`src/pcd_bank_regs.svh`:
```
/*
 * Register indices, field positions, reset values and bus response codes
 * of the transceiver management bank.
 * Assumes that every file including it needs them at the widths given here.
 */
`ifndef PCD_BANK_REGS_SVH
`define PCD_BANK_REGS_SVH

// Register indices; the byte address on the bus is four times the index.
`define PCD_IDX_EVENT       5'h1b
`define PCD_IDX_DIAG        5'h1d
`define PCD_IDX_CTRL1       5'h1e
`define PCD_IDX_CTRL2       5'h1f

// Field positions inside the 16-bit registers.
`define PCD_EVT_EN_LSB      4'h8
`define PCD_DIAG_START_BIT  4'hf
`define PCD_DIAG_RES_LSB    4'hd
`define PCD_LED_MODE_LSB    4'he
`define PCD_POLARITY_BIT    4'hd
`define PCD_FAR_END_BIT     4'hc
`define PCD_CROSSED_BIT     4'hb
`define PCD_INT_LEVEL_BIT   4'h9

// Reset values.
`define PCD_EVT_EN_RST      8'h00
`define PCD_FLAGS_RST       8'h00
`define PCD_LED_MODE_RST    2'h0
`define PCD_INT_LEVEL_RST   1'h0
`define PCD_DIAG_RES_RST    2'h0
`define PCD_DIAG_DIST_RST   9'h000

// Bus response codes.
`define PCD_RESP_OKAY       2'h0
`define PCD_RESP_SLVERR     2'h2

`endif

```
`src/pcd_pkg.sv`:
```
/*
 * Types shared by the transceiver management bank.
 * Assumes nothing beyond a SystemVerilog compiler.
 */
package pcd_pkg;

    // One pulse per event; member order matches the flag bit order, jabber on top.
    typedef struct packed {
        logic jabber;
        logic rx_error;
        logic page_rx;
        logic par_fault;
        logic lp_ack;
        logic link_down;
        logic rem_fault;
        logic link_up;
    } pcd_events_t;

    // End of a cable diagnostic run, with its outcome.
    typedef struct packed {
        logic       done;
        logic [1:0] result;
        logic [8:0] distance;
    } pcd_diag_t;

    // Line state reported by the analog side.
    typedef struct packed {
        logic polarity_rev;
        logic far_end_fault;
        logic crossed_pair_mode;
        logic link_up;
        logic activity;
        logic speed_100;
    } pcd_line_t;

    typedef enum logic [1:0] {
        PCD_LED_SPEED_LINKACT = 2'h0,
        PCD_LED_ACT_LINK      = 2'h1
    } pcd_led_mode_t;

    typedef enum logic [1:0] {
        PCD_DIAG_NORMAL = 2'h0,
        PCD_DIAG_OPEN   = 2'h1,
        PCD_DIAG_SHORT  = 2'h2,
        PCD_DIAG_FAILED = 2'h3
    } pcd_diag_code_t;

endpackage

```
`src/pcd_flags.sv`:
```
/*
 * Eight sticky event flags that clear together on a read.
 * Assumes event pulses and the clear strobe are synchronous to clk.
 */
`timescale 1ns/1ps
`include "pcd_bank_regs.svh"

module pcd_flags (
    input  wire logic       clk,
    input  wire logic       nrst,
    input  wire logic       ce,
    input  wire logic [7:0] set,
    input  wire logic       clr,
    output logic [7:0]      flags
);
    import pcd_pkg::*;

    logic [7:0] next_flags;

    // A read clears all flags, but an event in the same cycle survives it.
    assign next_flags = (clr ? 8'h00 : flags) | set;

    // Flags hold until the next read of their register.
    always_ff @(posedge clk) begin
        if (!nrst) begin
            flags <= `PCD_FLAGS_RST;
        end else if (ce) begin
            flags <= next_flags;
        end
    end

    // Every event raises its flag at the next edge, clear or not.
    a_set_wins: assert property (@(posedge clk) disable iff (!nrst)
        ce |=> ((flags & $past(set)) == $past(set)))
        else $error("event lost against a read clear");

    // After a clear only the events of that cycle remain.
    a_read_clears: assert property (@(posedge clk) disable iff (!nrst)
        (ce && clr) |=> ((flags & ~$past(set)) == 8'h00))
        else $error("flag survived a read clear");

    // Without a clear no flag drops.
    a_flag_sticky: assert property (@(posedge clk) disable iff (!nrst)
        (ce && !clr) |=> ((flags & $past(flags)) == $past(flags)))
        else $error("flag dropped without a read");

    c_event_during_clear: cover property (@(posedge clk) disable iff (!nrst)
        ce && clr && (set != 8'h00));

endmodule

```
`src/pcd_bank.sv`:
```
/*
 * Management register bank: event enables and flags, cable diagnostic
 * control and status, indicator mode and line status, interrupt pin.
 * Assumes an AXI4-Lite master on CLK and event pulses synchronous to CLK.
 */
//
// Overview of operation
// - Link-up enable bit gates the link-up flag onto the interrupt pin.
// - Jabber flag sets on jabber and clears when its register is read.
// - Receive-error flag sets on a receive error and clears on read.
// - Page-received flag sets on a received page and clears on read.
// - Parallel-detect-fault flag sets on that fault and clears on read.
// - Partner-acknowledge flag sets on that event; otherwise zero; resets to zero.
// - Link-down flag sets when the link drops; otherwise zero; resets to zero.
// - Remote-fault flag sets on a partner remote fault and clears on read.
// - Link-up flag sets when link comes up and clears on read.
// - Writing one starts a diagnostic run; the bit clears when it ends.
// - Two-bit result: normal, open, short, failed; resets to normal.
// - Nine-bit fault distance, about 0.4 m per unit, resets to zero.
// - Two-bit indicator mode picks indicator use; codes two and three reserved.
// - Read-only bit shows reversed receive polarity.
// - Read-only far-end fault bit, zero at reset, fiber variant only.
// - Read-only bit shows straight (0) or crossed (1) pair assignment.
// - Interrupt level bit selects active-high (1) or active-low (0) pin.
`timescale 1ns/1ps
`include "pcd_bank_regs.svh"

module pcd_bank (
    input  wire logic                CLK,
    input  wire logic                NRST,
    input  wire logic                CE,
    input  wire logic [7:0]          S_AXI_AWADDR,
    input  wire logic                S_AXI_AWVALID,
    output logic                     S_AXI_AWREADY,
    input  wire logic [31:0]         S_AXI_WDATA,
    input  wire logic [3:0]          S_AXI_WSTRB,
    input  wire logic                S_AXI_WVALID,
    output logic                     S_AXI_WREADY,
    output logic [1:0]               S_AXI_BRESP,
    output logic                     S_AXI_BVALID,
    input  wire logic                S_AXI_BREADY,
    input  wire logic [7:0]          S_AXI_ARADDR,
    input  wire logic                S_AXI_ARVALID,
    output logic                     S_AXI_ARREADY,
    output logic [31:0]              S_AXI_RDATA,
    output logic [1:0]               S_AXI_RRESP,
    output logic                     S_AXI_RVALID,
    input  wire logic                S_AXI_RREADY,
    input  wire pcd_pkg::pcd_events_t EVENTS,
    input  wire pcd_pkg::pcd_diag_t   DIAG_RES,
    input  wire pcd_pkg::pcd_line_t   LINE,
    output logic                     DIAG_START,
    output logic [1:0]               LED_MODE,
    output logic                     INDICATOR_FIRST,
    output logic                     INDICATOR_SECOND,
    output logic                     INT_PIN
);
    import pcd_pkg::*;

    // Compares a byte address with the word of a register index.
    function automatic logic reg_hit(input logic [7:0] addr, input logic [4:0] idx);
        reg_hit = (addr == {1'b0, idx, 2'b00});
    endfunction

    // True for any implemented register.
    function automatic logic reg_mapped(input logic [7:0] addr);
        reg_mapped = reg_hit(addr, `PCD_IDX_EVENT) || reg_hit(addr, `PCD_IDX_DIAG) ||
                     reg_hit(addr, `PCD_IDX_CTRL1) || reg_hit(addr, `PCD_IDX_CTRL2);
    endfunction

    logic        aw_held;
    logic [7:0]  aw_addr;
    logic        w_held;
    logic [31:0] w_data;
    logic [3:0]  w_strb;
    logic        bvalid;
    logic [1:0]  bresp;
    logic        rvalid;
    logic [31:0] rdata;
    logic [1:0]  rresp;
    logic [7:0]  evt_en;
    logic [7:0]  flags;
    logic        diag_start;
    logic [1:0]  diag_code;
    logic [8:0]  diag_dist;
    logic [1:0]  led_mode;
    logic        int_level;
    logic        int_pin;
    logic        ind_first;
    logic        ind_second;

    // Write channel handshakes; address and data are taken in either order.
    wire         aw_fire = S_AXI_AWVALID && S_AXI_AWREADY;
    wire         w_fire  = S_AXI_WVALID && S_AXI_WREADY;
    wire [7:0]   wr_addr = aw_held ? aw_addr : S_AXI_AWADDR;
    wire [31:0]  wr_data = w_held ? w_data : S_AXI_WDATA;
    wire [3:0]   wr_strb = w_held ? w_strb : S_AXI_WSTRB;
    wire         wr_go   = (aw_held || aw_fire) && (w_held || w_fire);

    assign S_AXI_AWREADY = !aw_held && !bvalid;
    assign S_AXI_WREADY  = !w_held && !bvalid;
    assign S_AXI_BVALID  = bvalid;
    assign S_AXI_BRESP   = bresp;

    // Register write strobes; every writable field sits in byte lane one.
    wire wr_event = wr_go && reg_hit(wr_addr, `PCD_IDX_EVENT) && wr_strb[1];
    wire wr_diag  = wr_go && reg_hit(wr_addr, `PCD_IDX_DIAG) && wr_strb[1] &&
                    wr_data[`PCD_DIAG_START_BIT];
    wire wr_ctrl1 = wr_go && reg_hit(wr_addr, `PCD_IDX_CTRL1) && wr_strb[1];
    wire wr_ctrl2 = wr_go && reg_hit(wr_addr, `PCD_IDX_CTRL2) && wr_strb[1];

    // Write channel state: hold address or data until the partner arrives.
    always_ff @(posedge CLK) begin
        if (!NRST) begin
            aw_held <= 1'h0;
            aw_addr <= 8'h00;
            w_held  <= 1'h0;
            w_data  <= 32'h0000_0000;
            w_strb  <= 4'h0;
            bvalid  <= 1'h0;
            bresp   <= `PCD_RESP_OKAY;
        end else if (CE) begin
            if (bvalid && S_AXI_BREADY) begin
                bvalid <= 1'h0;
            end
            if (wr_go) begin
                aw_held <= 1'h0;
                w_held  <= 1'h0;
                bvalid  <= 1'h1;
                bresp   <= reg_mapped(wr_addr) ? `PCD_RESP_OKAY : `PCD_RESP_SLVERR;
            end else begin
                if (aw_fire) begin
                    aw_held <= 1'h1;
                    aw_addr <= S_AXI_AWADDR;
                end
                if (w_fire) begin
                    w_held <= 1'h1;
                    w_data <= S_AXI_WDATA;
                    w_strb <= S_AXI_WSTRB;
                end
            end
        end
    end

    // Read channel: one read at a time, answered the cycle after the address.
    wire ar_fire  = S_AXI_ARVALID && S_AXI_ARREADY;
    wire rd_clear = CE && ar_fire && reg_hit(S_AXI_ARADDR, `PCD_IDX_EVENT);

    assign S_AXI_ARREADY = !rvalid;
    assign S_AXI_RVALID  = rvalid;
    assign S_AXI_RDATA   = rdata;
    assign S_AXI_RRESP   = rresp;

    // Read words of the four registers; reserved bits read zero.
    wire [15:0] word_event = {evt_en, flags};
    wire [15:0] word_diag  = {diag_start, diag_code, 4'h0, diag_dist};
    wire [15:0] word_ctrl1 = {led_mode, LINE.polarity_rev, LINE.far_end_fault,
                              LINE.crossed_pair_mode, 11'h000};
    wire [15:0] word_ctrl2 = {6'h00, int_level, 9'h000};
    wire [15:0] rd_word    = reg_hit(S_AXI_ARADDR, `PCD_IDX_EVENT) ? word_event :
                             reg_hit(S_AXI_ARADDR, `PCD_IDX_DIAG)  ? word_diag  :
                             reg_hit(S_AXI_ARADDR, `PCD_IDX_CTRL1) ? word_ctrl1 :
                             reg_hit(S_AXI_ARADDR, `PCD_IDX_CTRL2) ? word_ctrl2 : 16'h0000;

    // Read data is captured at the address handshake, before any clear acts.
    always_ff @(posedge CLK) begin
        if (!NRST) begin
            rvalid <= 1'h0;
            rdata  <= 32'h0000_0000;
            rresp  <= `PCD_RESP_OKAY;
        end else if (CE) begin
            if (ar_fire) begin
                rvalid <= 1'h1;
                rdata  <= {16'h0000, rd_word};
                rresp  <= reg_mapped(S_AXI_ARADDR) ? `PCD_RESP_OKAY : `PCD_RESP_SLVERR;
            end else if (rvalid && S_AXI_RREADY) begin
                rvalid <= 1'h0;
            end
        end
    end

    // Sticky event flags, cleared together by a read of their register.
    pcd_flags u_flags (
        .clk   (CLK),
        .nrst  (NRST),
        .ce    (CE),
        .set   (EVENTS),
        .clr   (rd_clear),
        .flags (flags)
    );

    // A write of one starts a run; the end of the run clears the bit.
    wire next_diag_start = wr_diag ? 1'h1 : (DIAG_RES.done ? 1'h0 : diag_start);
    wire diag_finish     = DIAG_RES.done && diag_start;

    // Control fields and diagnostic outcome.
    always_ff @(posedge CLK) begin
        if (!NRST) begin
            evt_en     <= `PCD_EVT_EN_RST;
            diag_start <= 1'h0;
            diag_code  <= `PCD_DIAG_RES_RST;
            diag_dist  <= `PCD_DIAG_DIST_RST;
            led_mode   <= `PCD_LED_MODE_RST;
            int_level  <= `PCD_INT_LEVEL_RST;
        end else if (CE) begin
            if (wr_event) begin
                evt_en <= wr_data[`PCD_EVT_EN_LSB +: 8];
            end
            diag_start <= next_diag_start;
            if (diag_finish) begin
                diag_code <= DIAG_RES.result;
                diag_dist <= DIAG_RES.distance;
            end
            if (wr_ctrl1) begin
                led_mode <= wr_data[`PCD_LED_MODE_LSB +: 2];
            end
            if (wr_ctrl2) begin
                int_level <= wr_data[`PCD_INT_LEVEL_BIT];
            end
        end
    end

    // Indicator routing by mode; reserved modes leave both dark.
    wire ind_mode0 = (led_mode == PCD_LED_SPEED_LINKACT);
    wire ind_mode1 = (led_mode == PCD_LED_ACT_LINK);
    wire next_ind_first  = ind_mode0 ? (LINE.link_up && !LINE.activity) :
                           ind_mode1 ? LINE.link_up : 1'h0;
    wire next_ind_second = ind_mode0 ? LINE.speed_100 :
                           ind_mode1 ? LINE.activity : 1'h0;

    // Interrupt is active while any enabled flag stands, at the chosen level.
    wire int_active   = |(flags & evt_en);
    wire next_int_pin = int_level ? int_active : !int_active;

    // Registered pin outputs.
    always_ff @(posedge CLK) begin
        if (!NRST) begin
            int_pin    <= 1'h1;
            ind_first  <= 1'h0;
            ind_second <= 1'h0;
        end else if (CE) begin
            int_pin    <= next_int_pin;
            ind_first  <= next_ind_first;
            ind_second <= next_ind_second;
        end
    end

    assign DIAG_START       = diag_start;
    assign LED_MODE         = led_mode;
    assign INDICATOR_FIRST  = ind_first;
    assign INDICATOR_SECOND = ind_second;
    assign INT_PIN          = int_pin;

    // A lone link-up flag with its enable clear keeps the pin idle.
    a_link_up_mask: assert property (@(posedge CLK) disable iff (!NRST)
        (CE && flags == 8'h01 && !evt_en[0]) |=> (INT_PIN == !$past(int_level)))
        else $error("masked link-up flag drove the interrupt");

    // An enabled flag drives the pin to the selected active level.
    a_int_level: assert property (@(posedge CLK) disable iff (!NRST)
        (CE && int_active) |=> (INT_PIN == $past(int_level)))
        else $error("interrupt pin not at its active level");

    // With no enabled flag the pin is idle.
    a_int_release: assert property (@(posedge CLK) disable iff (!NRST)
        (CE && (flags & evt_en) == 8'h00) |=> (INT_PIN != $past(int_level)))
        else $error("interrupt pin active with no enabled flag");

    // A start write raises the bit at the next edge.
    a_diag_start: assert property (@(posedge CLK) disable iff (!NRST)
        (CE && wr_diag) |=> DIAG_START)
        else $error("diagnostic start bit not set by write");

    // End of a run clears the bit and loads the outcome.
    a_diag_finish: assert property (@(posedge CLK) disable iff (!NRST)
        (CE && diag_finish && !wr_diag) |=>
            (!DIAG_START && diag_code == $past(DIAG_RES.result) &&
             diag_dist == $past(DIAG_RES.distance)))
        else $error("diagnostic run end not handled");

    // The outcome only changes at the end of a run.
    a_diag_hold: assert property (@(posedge CLK) disable iff (!NRST)
        (CE && !diag_finish) |=> ($stable(diag_code) && $stable(diag_dist)))
        else $error("diagnostic outcome changed outside a run end");

    // A read of the flag register returns the flags as they stood.
    a_read_flags: assert property (@(posedge CLK) disable iff (!NRST)
        rd_clear |=> (S_AXI_RVALID && S_AXI_RDATA[7:0] == $past(flags)))
        else $error("flag read returned wrong value");

    // Line status bits are reported unchanged.
    a_line_status: assert property (@(posedge CLK) disable iff (!NRST)
        (CE && ar_fire && reg_hit(S_AXI_ARADDR, `PCD_IDX_CTRL1)) |=>
            (S_AXI_RDATA[13:11] == $past({LINE.polarity_rev, LINE.far_end_fault,
                                          LINE.crossed_pair_mode})))
        else $error("line status misreported");

    // Reserved indicator modes keep both indicators dark.
    a_led_reserved: assert property (@(posedge CLK) disable iff (!NRST)
        (CE && led_mode[1]) |=> (!INDICATOR_FIRST && !INDICATOR_SECOND))
        else $error("indicator lit in a reserved mode");

    // Every completed write is answered at the next edge.
    a_write_answer: assert property (@(posedge CLK) disable iff (!NRST)
        (CE && wr_go) |=> S_AXI_BVALID)
        else $error("write not answered");

    c_diag_run: cover property (@(posedge CLK) disable iff (!NRST)
        wr_diag ##[1:50] diag_finish);
    c_int_active: cover property (@(posedge CLK) disable iff (!NRST)
        int_active && int_level);
    c_flag_read: cover property (@(posedge CLK) disable iff (!NRST)
        rd_clear && flags != 8'h00);
    c_split_write: cover property (@(posedge CLK) disable iff (!NRST)
        w_held && !aw_held ##1 wr_go);

endmodule

```
`config.mk`:
```
export PLATFORM = sky130hd
export DESIGN_NAME = pcd_bank
export DESIGN_NICKNAME = d
export VERILOG_FILES = /design/src/pcd_pkg.sv /design/src/pcd_flags.sv /design/src/pcd_bank.sv
export VERILOG_INCLUDE_DIRS = /design/src
export SDC_FILE = /design/constraint.sdc
export NUM_CORES = 1
export LEC_CHECK = 0
export ABC_CLOCK_PERIOD_IN_PS = 4800
export BUFFER_PORTS_ARGS = -buffer_cell sky130_fd_sc_hd__buf_2
export CAP_MARGIN = 30
export CORE_ASPECT_RATIO = 0.7
export CORE_MARGIN = 1.5
export CORE_UTILIZATION = 45
export CTS_BUF_LIST = sky130_fd_sc_hd__clkbuf_16
export DETAILED_ROUTE_END_ITERATION = 12
export HOLD_SLACK_MARGIN = 0.06
export PLACE_DENSITY = 0.71
export SLEW_MARGIN = 20
export SYNTH_ARGS = -nofsm -noshare
export SYNTH_HDL_FRONTEND = slang
export SYNTH_SLANG_ARGS = --single-unit
```
`constraint.sdc`:
```
create_clock -name CLK -period 4.8 [get_ports CLK]
set_input_delay 0.96 -clock CLK [delete_from_list [all_inputs] [get_ports CLK]]
set_output_delay 0.96 -clock CLK [all_outputs]
set_load 0.05 [all_outputs]
```
==> flow_metrics.tcl, run 1 <==
set metrics [dict create \
    setup_viol 0 \
    yosysUniqueCellTypes 46 \
    slew_viol_final 0 \
    syn-mean-instance-area_um2 8.88 \
    final_core_util 0.570 \
    drcViolationCount 0 \
    clockPowerShare 0.454 \
    synthFlopType "dfxtp_1" \
    ys_ff_latch 73 \
    post_cts_resized 0 \
    root_buffer "clkbuf_16" \
    die_x_um 109 \
    crit_arrival_ns 2.82 \
    vias 3031 \
    async_reset_ff_frac 0 \
    grt_overflow 0 \
    worst-r2r-cell-count 4 \
    syn_area_um2 3520 \
    fin_setup_tns_ns 0 \
    critPathLaunch "CE" \
    path_clk_slew_ns 0.06 \
    syn_inst 396 \
    min_period_ns 2.56 \
    p_sw_frac 0.270 \
    finalWirelength_um 8310 \
    drtIter0Drc 193 \
    clock-sinks 73 \
    yosysWarnings 0 \
    nFillCells 692 \
    finClkSkew_ns 0.00623 \
    viasPerCell 5.30 \
    run_status "completed" \
    rows 26 \
    regArea_um2 1460 \
    rsz0062_at_grt "false" \
    path_cells "buf_2 > nand3b_1 > buf_4 > nor4_2 > a22oi_1 > a21boi_1" \
    crit_type "in -> reg" \
    first_pass_iters 4 \
    coreArea_um2 7420 \
    antenna_found_initial 0 \
    slew_headroom 0.396 \
    place_hpwl_um 6030 \
    initial_core_util 0.474 \
    finalWeightedCongestion 0.816 \
    port-buffer-count 87 \
    peakVddDrop_mv 0.146 \
    cp-start-kind "input port" \
    multi_input_area_um2 1870 \
    cts_setup_buffers 0 \
    cp_top_family "simple AND/OR/NAND/NOR gates" \
    holdCritPathClass "reg -> reg" \
    slowest_delay_ns 0.80 \
    layout-drive-gt1-share 0.238 \
    crit_path_end "S_AXI_RDATA[8]" \
    maxCapViolCount 0 \
    dieArea_um2 8360 \
    powerDensity_nw_per_um2 352 \
    synthToLayoutAreaGrowth_pct 20.2 \
    grt_pass1_wl_um 13700 \
    synth_edf_count 0 \
    nets 555 \
    antenna_left 0 \
    max_freq_mhz 391 \
    r2r_start "aw_held" \
    final_hold_viol_count 0 \
    tightest_slew_ns 0.899 \
    cts.path.max_buffers 2 \
    cts_tree "yes" \
    clk_latency_ns 0.33 \
    p_comb_frac 0.119 \
    die_h_um 77.0 \
    synth_area_leaders "dfxtp_1 42%, mux2i_1 9.1%, nand2_1 5.7%" \
    critPathBufInv 2 \
    r2r_slack_ns 2.51 \
    crit_slowest_cell "nor4_2" \
    numCtsBuffers 9 \
    fin_crit_sh 0.533 \
    io_pins 133 \
    routedWlPerCell_um 14.5 \
    internal_power_mw 1.09 \
    mostFrequentLayoutCells "87 x buf_2, 73 x dfxtp_1, 53 x nand2_1" \
    cts_hold_buffers 0 \
    track_usage 0.208 \
    crit_cells 6 \
    p_switching_mw 0.401 \
    grt_pass1_vias 2848 \
    worst-path-max-fanout 23 \
    r2r_end "evt_en[3]" \
    worstPathRequired_ns 5.06 \
    antennaDiodeCount 0 \
    layout_commonest_cell "buf_2" \
    synth.top_cell.area_share 0.416 \
    synth_area_leader_cell "dfxtp_1" \
    grt_max_degree 56 \
    yosysSeqAreaShare 0.416 \
    seq_power_share 0.428 \
    end_kind "flop" \
    htreeDepth 3 \
    p_leak_nw 1.81 \
]
[Yosys cell counts (2+ instances only)]
cell	number
a22oi_1	15
nand2b_1	9
buf_2	2
mux2i_1	32
clkbuf_1	23
nand4b_1	2
nor3b_1	3
a21boi_1	16
a31oi_1	4
inv_1	4
nand4bb_1	2
a22o_1	3
nand3_1	15
a221oi_1	3
mux2_2	3
nor2_1	12
dfxtp_1	73
nand2_1	53
buf_4	19
nor2b_1	23
nor3_1	7
o211ai_1	6
o21ai_0	14
a21boi_0	18
nand3b_1	6
a21oi_1	6
and3_1	4
[power groups by stage]
| stage | sequential, mW | combinational [mW] | clock [mW] |
|---|---|---|---|
| floorplan | 0.656 | 0.128 | 0 |
| global placement | 0.648 | 0.171 | 0 |
| detailed placement | 0.649 | 0.175 | 0 |
| CTS | 0.635 | 0.176 | 0.689 |
| global route | 0.638 | 0.190 | 0.718 |
| finish | 0.636 | 0.176 | 0.675 |
[cell families (layout without fill, tap and decap cells)]
| family | count (synthesis) | count (layout) | synth area share |
|---|---|---|---|
| and+or+nand+nor | 145 | 145 | 0.220 |
| other | 1 | 18 | 0.00107 |
| DFF | 73 | 73 | 0.416 |
| muxes | 35 | 35 | 0.101 |
| adders and majority gates | 1 | 1 | 0.00285 |
| buffers and inverters | 48 | 109 | 0.0722 |
| xor gates and xnor gates | 1 | 1 | 0.00249 |
| AOI/OAI and AO/OA | 92 | 92 | 0.185 |
[sequential cells by signal, summed over array words and instances, names as in the netlist]
signal            count
w_strb                1
S_AXI_BVALID          1
S_AXI_RVALID          1
w_data                8
w_held                1
INDICATOR_SECOND      1
INDICATOR_FIRST       1
diag_code             2
S_AXI_RDATA          16
S_AXI_RRESP           1
diag_dist             9
u_flags.flags         8
aw_held               1
INT_PIN               1
aw_addr               8
int_level             1
evt_en                8
DIAG_START            1
S_AXI_BRESP           1
LED_MODE              2
[final cells by class]
| class | count | area share |
|---|---|---|
| Inverter | 4 | 0.00355 |
| Sequential cell | 73 | 0.346 |
| Tap cell | 98 | 0.0290 |
| Multi-Input combinational cell | 292 | 0.443 |
| Timing Repair Buffer | 89 | 0.107 |
| Clock buffer | 9 | 0.0533 |
| Clock inverter | 7 | 0.0190 |
[metal layers]
metal  vias to the layer above  global-route usage  routed length (um)
met5                         -                   0                   0
met4                         0              0.0632                  75
met3                         6              0.0553                 537
met2                       100               0.315                3700
met1                      1408               0.288                4000
li1                       1517                   -                   -
[worst min-delay path: stages (launching register included)]
cell and delay (ns):
dfxtp_1 0.31, nand2_1 0.05, a21oi_1 0.05
[metrics by stage]
step	area (um2)	power, mW	worst slack (ns)	hold WS (ns)	std cells
finish	4230	1.49	2.24	0.457	572
global placement	3910	0.819	1.95	0.456	556
CTS	4220	1.50	2.24	0.466	572
floorplan	3580	0.784	2.39	0.443	413
global route	4230	1.55	2.04	0.488	572
detailed placement	3910	0.823	1.91	0.458	556
[worst min path at each step]
stage	from	endpoint	slack, ns	depth (start not counted)
floorplan	diag_dist[0]	diag_dist[0]	0.44	2
global placement	diag_dist[2]	diag_dist[2]	0.46	2
detailed placement	S_AXI_RDATA[15]	S_AXI_RDATA[15]	0.46	2
CTS	S_AXI_RDATA[15]	S_AXI_RDATA[15]	0.47	2
global route	S_AXI_RDATA[15]	S_AXI_RDATA[15]	0.49	2
finish	S_AXI_RDATA[15]	S_AXI_RDATA[15]	0.46	2
Note: power is estimated with default switching activity, not from simulation.
==> inputs of run 2 (changes only) <==
Settings changed: ABC_CLOCK_PERIOD_IN_PS 4800 to 2300, CORE_UTILIZATION 45 to 44, PLACE_DENSITY 0.71 to 0.73.
Clock period 4.8 ns to 2.3 ns, I/O delays scaled along.
==> run 2 against run 1 <==
  * Cell count up 1.9%
  * Sequential power rose by 110%
  * Global-route usage decreased by 0.50 points
  * First-iteration DRC count is 27% lower
  * Sequential share of layout area decreased by 0.42 points
  * Non-clock buffer count increased by 8
  * Critical endpoint is now evt_en[3]
  * Highest routed layer unchanged
==> flow_metrics.tcl, run 2 (synthesized netlist as in run 1, its figures left out) <==
set metrics [dict create \
    maxCapViolCount 0 \
    antenna_left 0 \
    cts_tree "yes" \
    grt_max_degree 46 \
    cts.path.max_buffers 2 \
    powerDensity_nw_per_um2 713 \
    drtIter0Drc 141 \
    viasPerCell 5.28 \
    cp-start-kind "flop" \
    final_hold_viol_count 0 \
    antennaDiodeCount 0 \
    grt_overflow 0 \
    die_h_um 77.8 \
    peakVddDrop_mv 0.354 \
    rsz0062_at_grt "false" \
    critPathBufInv 1 \
    min_period_ns 2.06 \
    coreArea_um2 7800 \
    cts_hold_buffers 0 \
    initial_core_util 0.451 \
    end_kind "flop" \
    grt_pass1_vias 2862 \
    port-buffer-count 87 \
    io_pins 133 \
    place_ws_ns 0.192 \
    track_usage 0.203 \
    instances_no_fill 583 \
    largest_reg_flops 16 \
    path_clk_slew_ns 0.06 \
    worstPathRequired_ns 2.55 \
    fin_setup_tns_ns 0 \
    mostFrequentLayoutCells "87 x buf_2, 73 x dfxtp_1, 53 x nand2_1" \
    post_cts_resized 0 \
    clk_latency_ns 0.33 \
    holdCritPathClass "in -> reg" \
    crit_arrival_ns 2.30 \
    numCtsBuffers 9 \
    final_core_util 0.548 \
    slew_headroom 0.602 \
    root_buffer "clkbuf_16" \
    fin_total_pwr_mw 3.05 \
    fin_crit_sh 0.894 \
    max_freq_mhz 486 \
    vias 3077 \
    layout-drive-gt1-share 0.245 \
    placed_cells 567 \
    drcViolationCount 0 \
    worst_slack_ns 0.243 \
    routedWlPerCell_um 14.6 \
    run_status "completed" \
    finalWeightedCongestion 0.783 \
    antenna_found_initial 0 \
    nets 563 \
    setup_viol 0 \
    finalWirelength_um 8540 \
    cts_setup_buffers 0 \
    crit_slowest_cell "nor3_1" \
    crit_type "reg -> reg" \
    first_pass_iters 4 \
    slew_viol_final 0 \
    finClkSkew_ns 0.00852 \
    worst-path-max-fanout 13 \
    cp_top_family "simple AND/OR/NAND/NOR gates" \
    rows 27 \
    htreeDepth 3 \
    tightest_slew_ns 0.595 \
    grt_pass1_wl_um 13400 \
    clock-sinks 73 \
    path_cells "buf_4 > o221ai_1 > nor3_1 > nand3_2 > mux2i_1" \
    dieArea_um2 8540 \
    place_hpwl_um 6300 \
    slowest_delay_ns 0.48 \
    die_x_um 110 \
    layout_commonest_cell "buf_2" \
    synthToLayoutAreaGrowth_pct 21.7 \
    p_leak_nw 1.86 \
]
## run 2: path summary, 6_finish.rpt
kind	start	end	slack, ns	depth (start not counted)
hold / removal	DIAG_RES[3]	diag_dist[3]	0.37	3
hold reg to reg	diag_dist[3]	diag_dist[3]	0.46	2
setup reg to reg	aw_held	evt_en[3]	0.24	5
setup / recovery	aw_held	evt_en[3]	0.24	5
## run 2: cell type report
class	count	area, um2
fill	731	3530
multi-input combinational	292	1860
sequential	73	1460
timing repair buffer	97	523
clock buffer	9	225
tap	101	126
clock inverter	7	62.6
inverter	4	15.0
## run 2: worst register-to-register path, stage by stage, from the launching register on
cell      delay (ns)
dfxtp_1         0.41
buf_4           0.22
o221ai_1        0.20
nor3_1          0.48
nand3_2         0.38
mux2i_1         0.29
## run 2: stage by stage
| stage | hold WS, ns | area [um2] |
|---|---|---|
| floorplan | 0.443 | 3580 |
| global placement | 0.453 | 3990 |
| detailed placement | 0.459 | 3990 |
| CTS | 0.365 | 4280 |
| global route | 0.387 | 4280 |
| finish | 0.372 | 4280 |
## run 2: where the power goes
group	internal [mW]	switching [mW]	leakage (nW)	total [mW]
logic	0.130	0.255	1.12	0.385
registers	1.30	0.0231	0.592	1.32
clock network	0.829	0.516	0.146	1.35
total	2.25	0.794	1.86	3.05
## run 2: metal layers
layer  vias to the layer above  global-route usage  routed length (um)
met5                         -                   0                   0
li1                       1534                   -                   -
met3                        11              0.0546                 503
met1                      1451               0.264                3980
met4                         0              0.0662                 104
met2                        81               0.325                3950
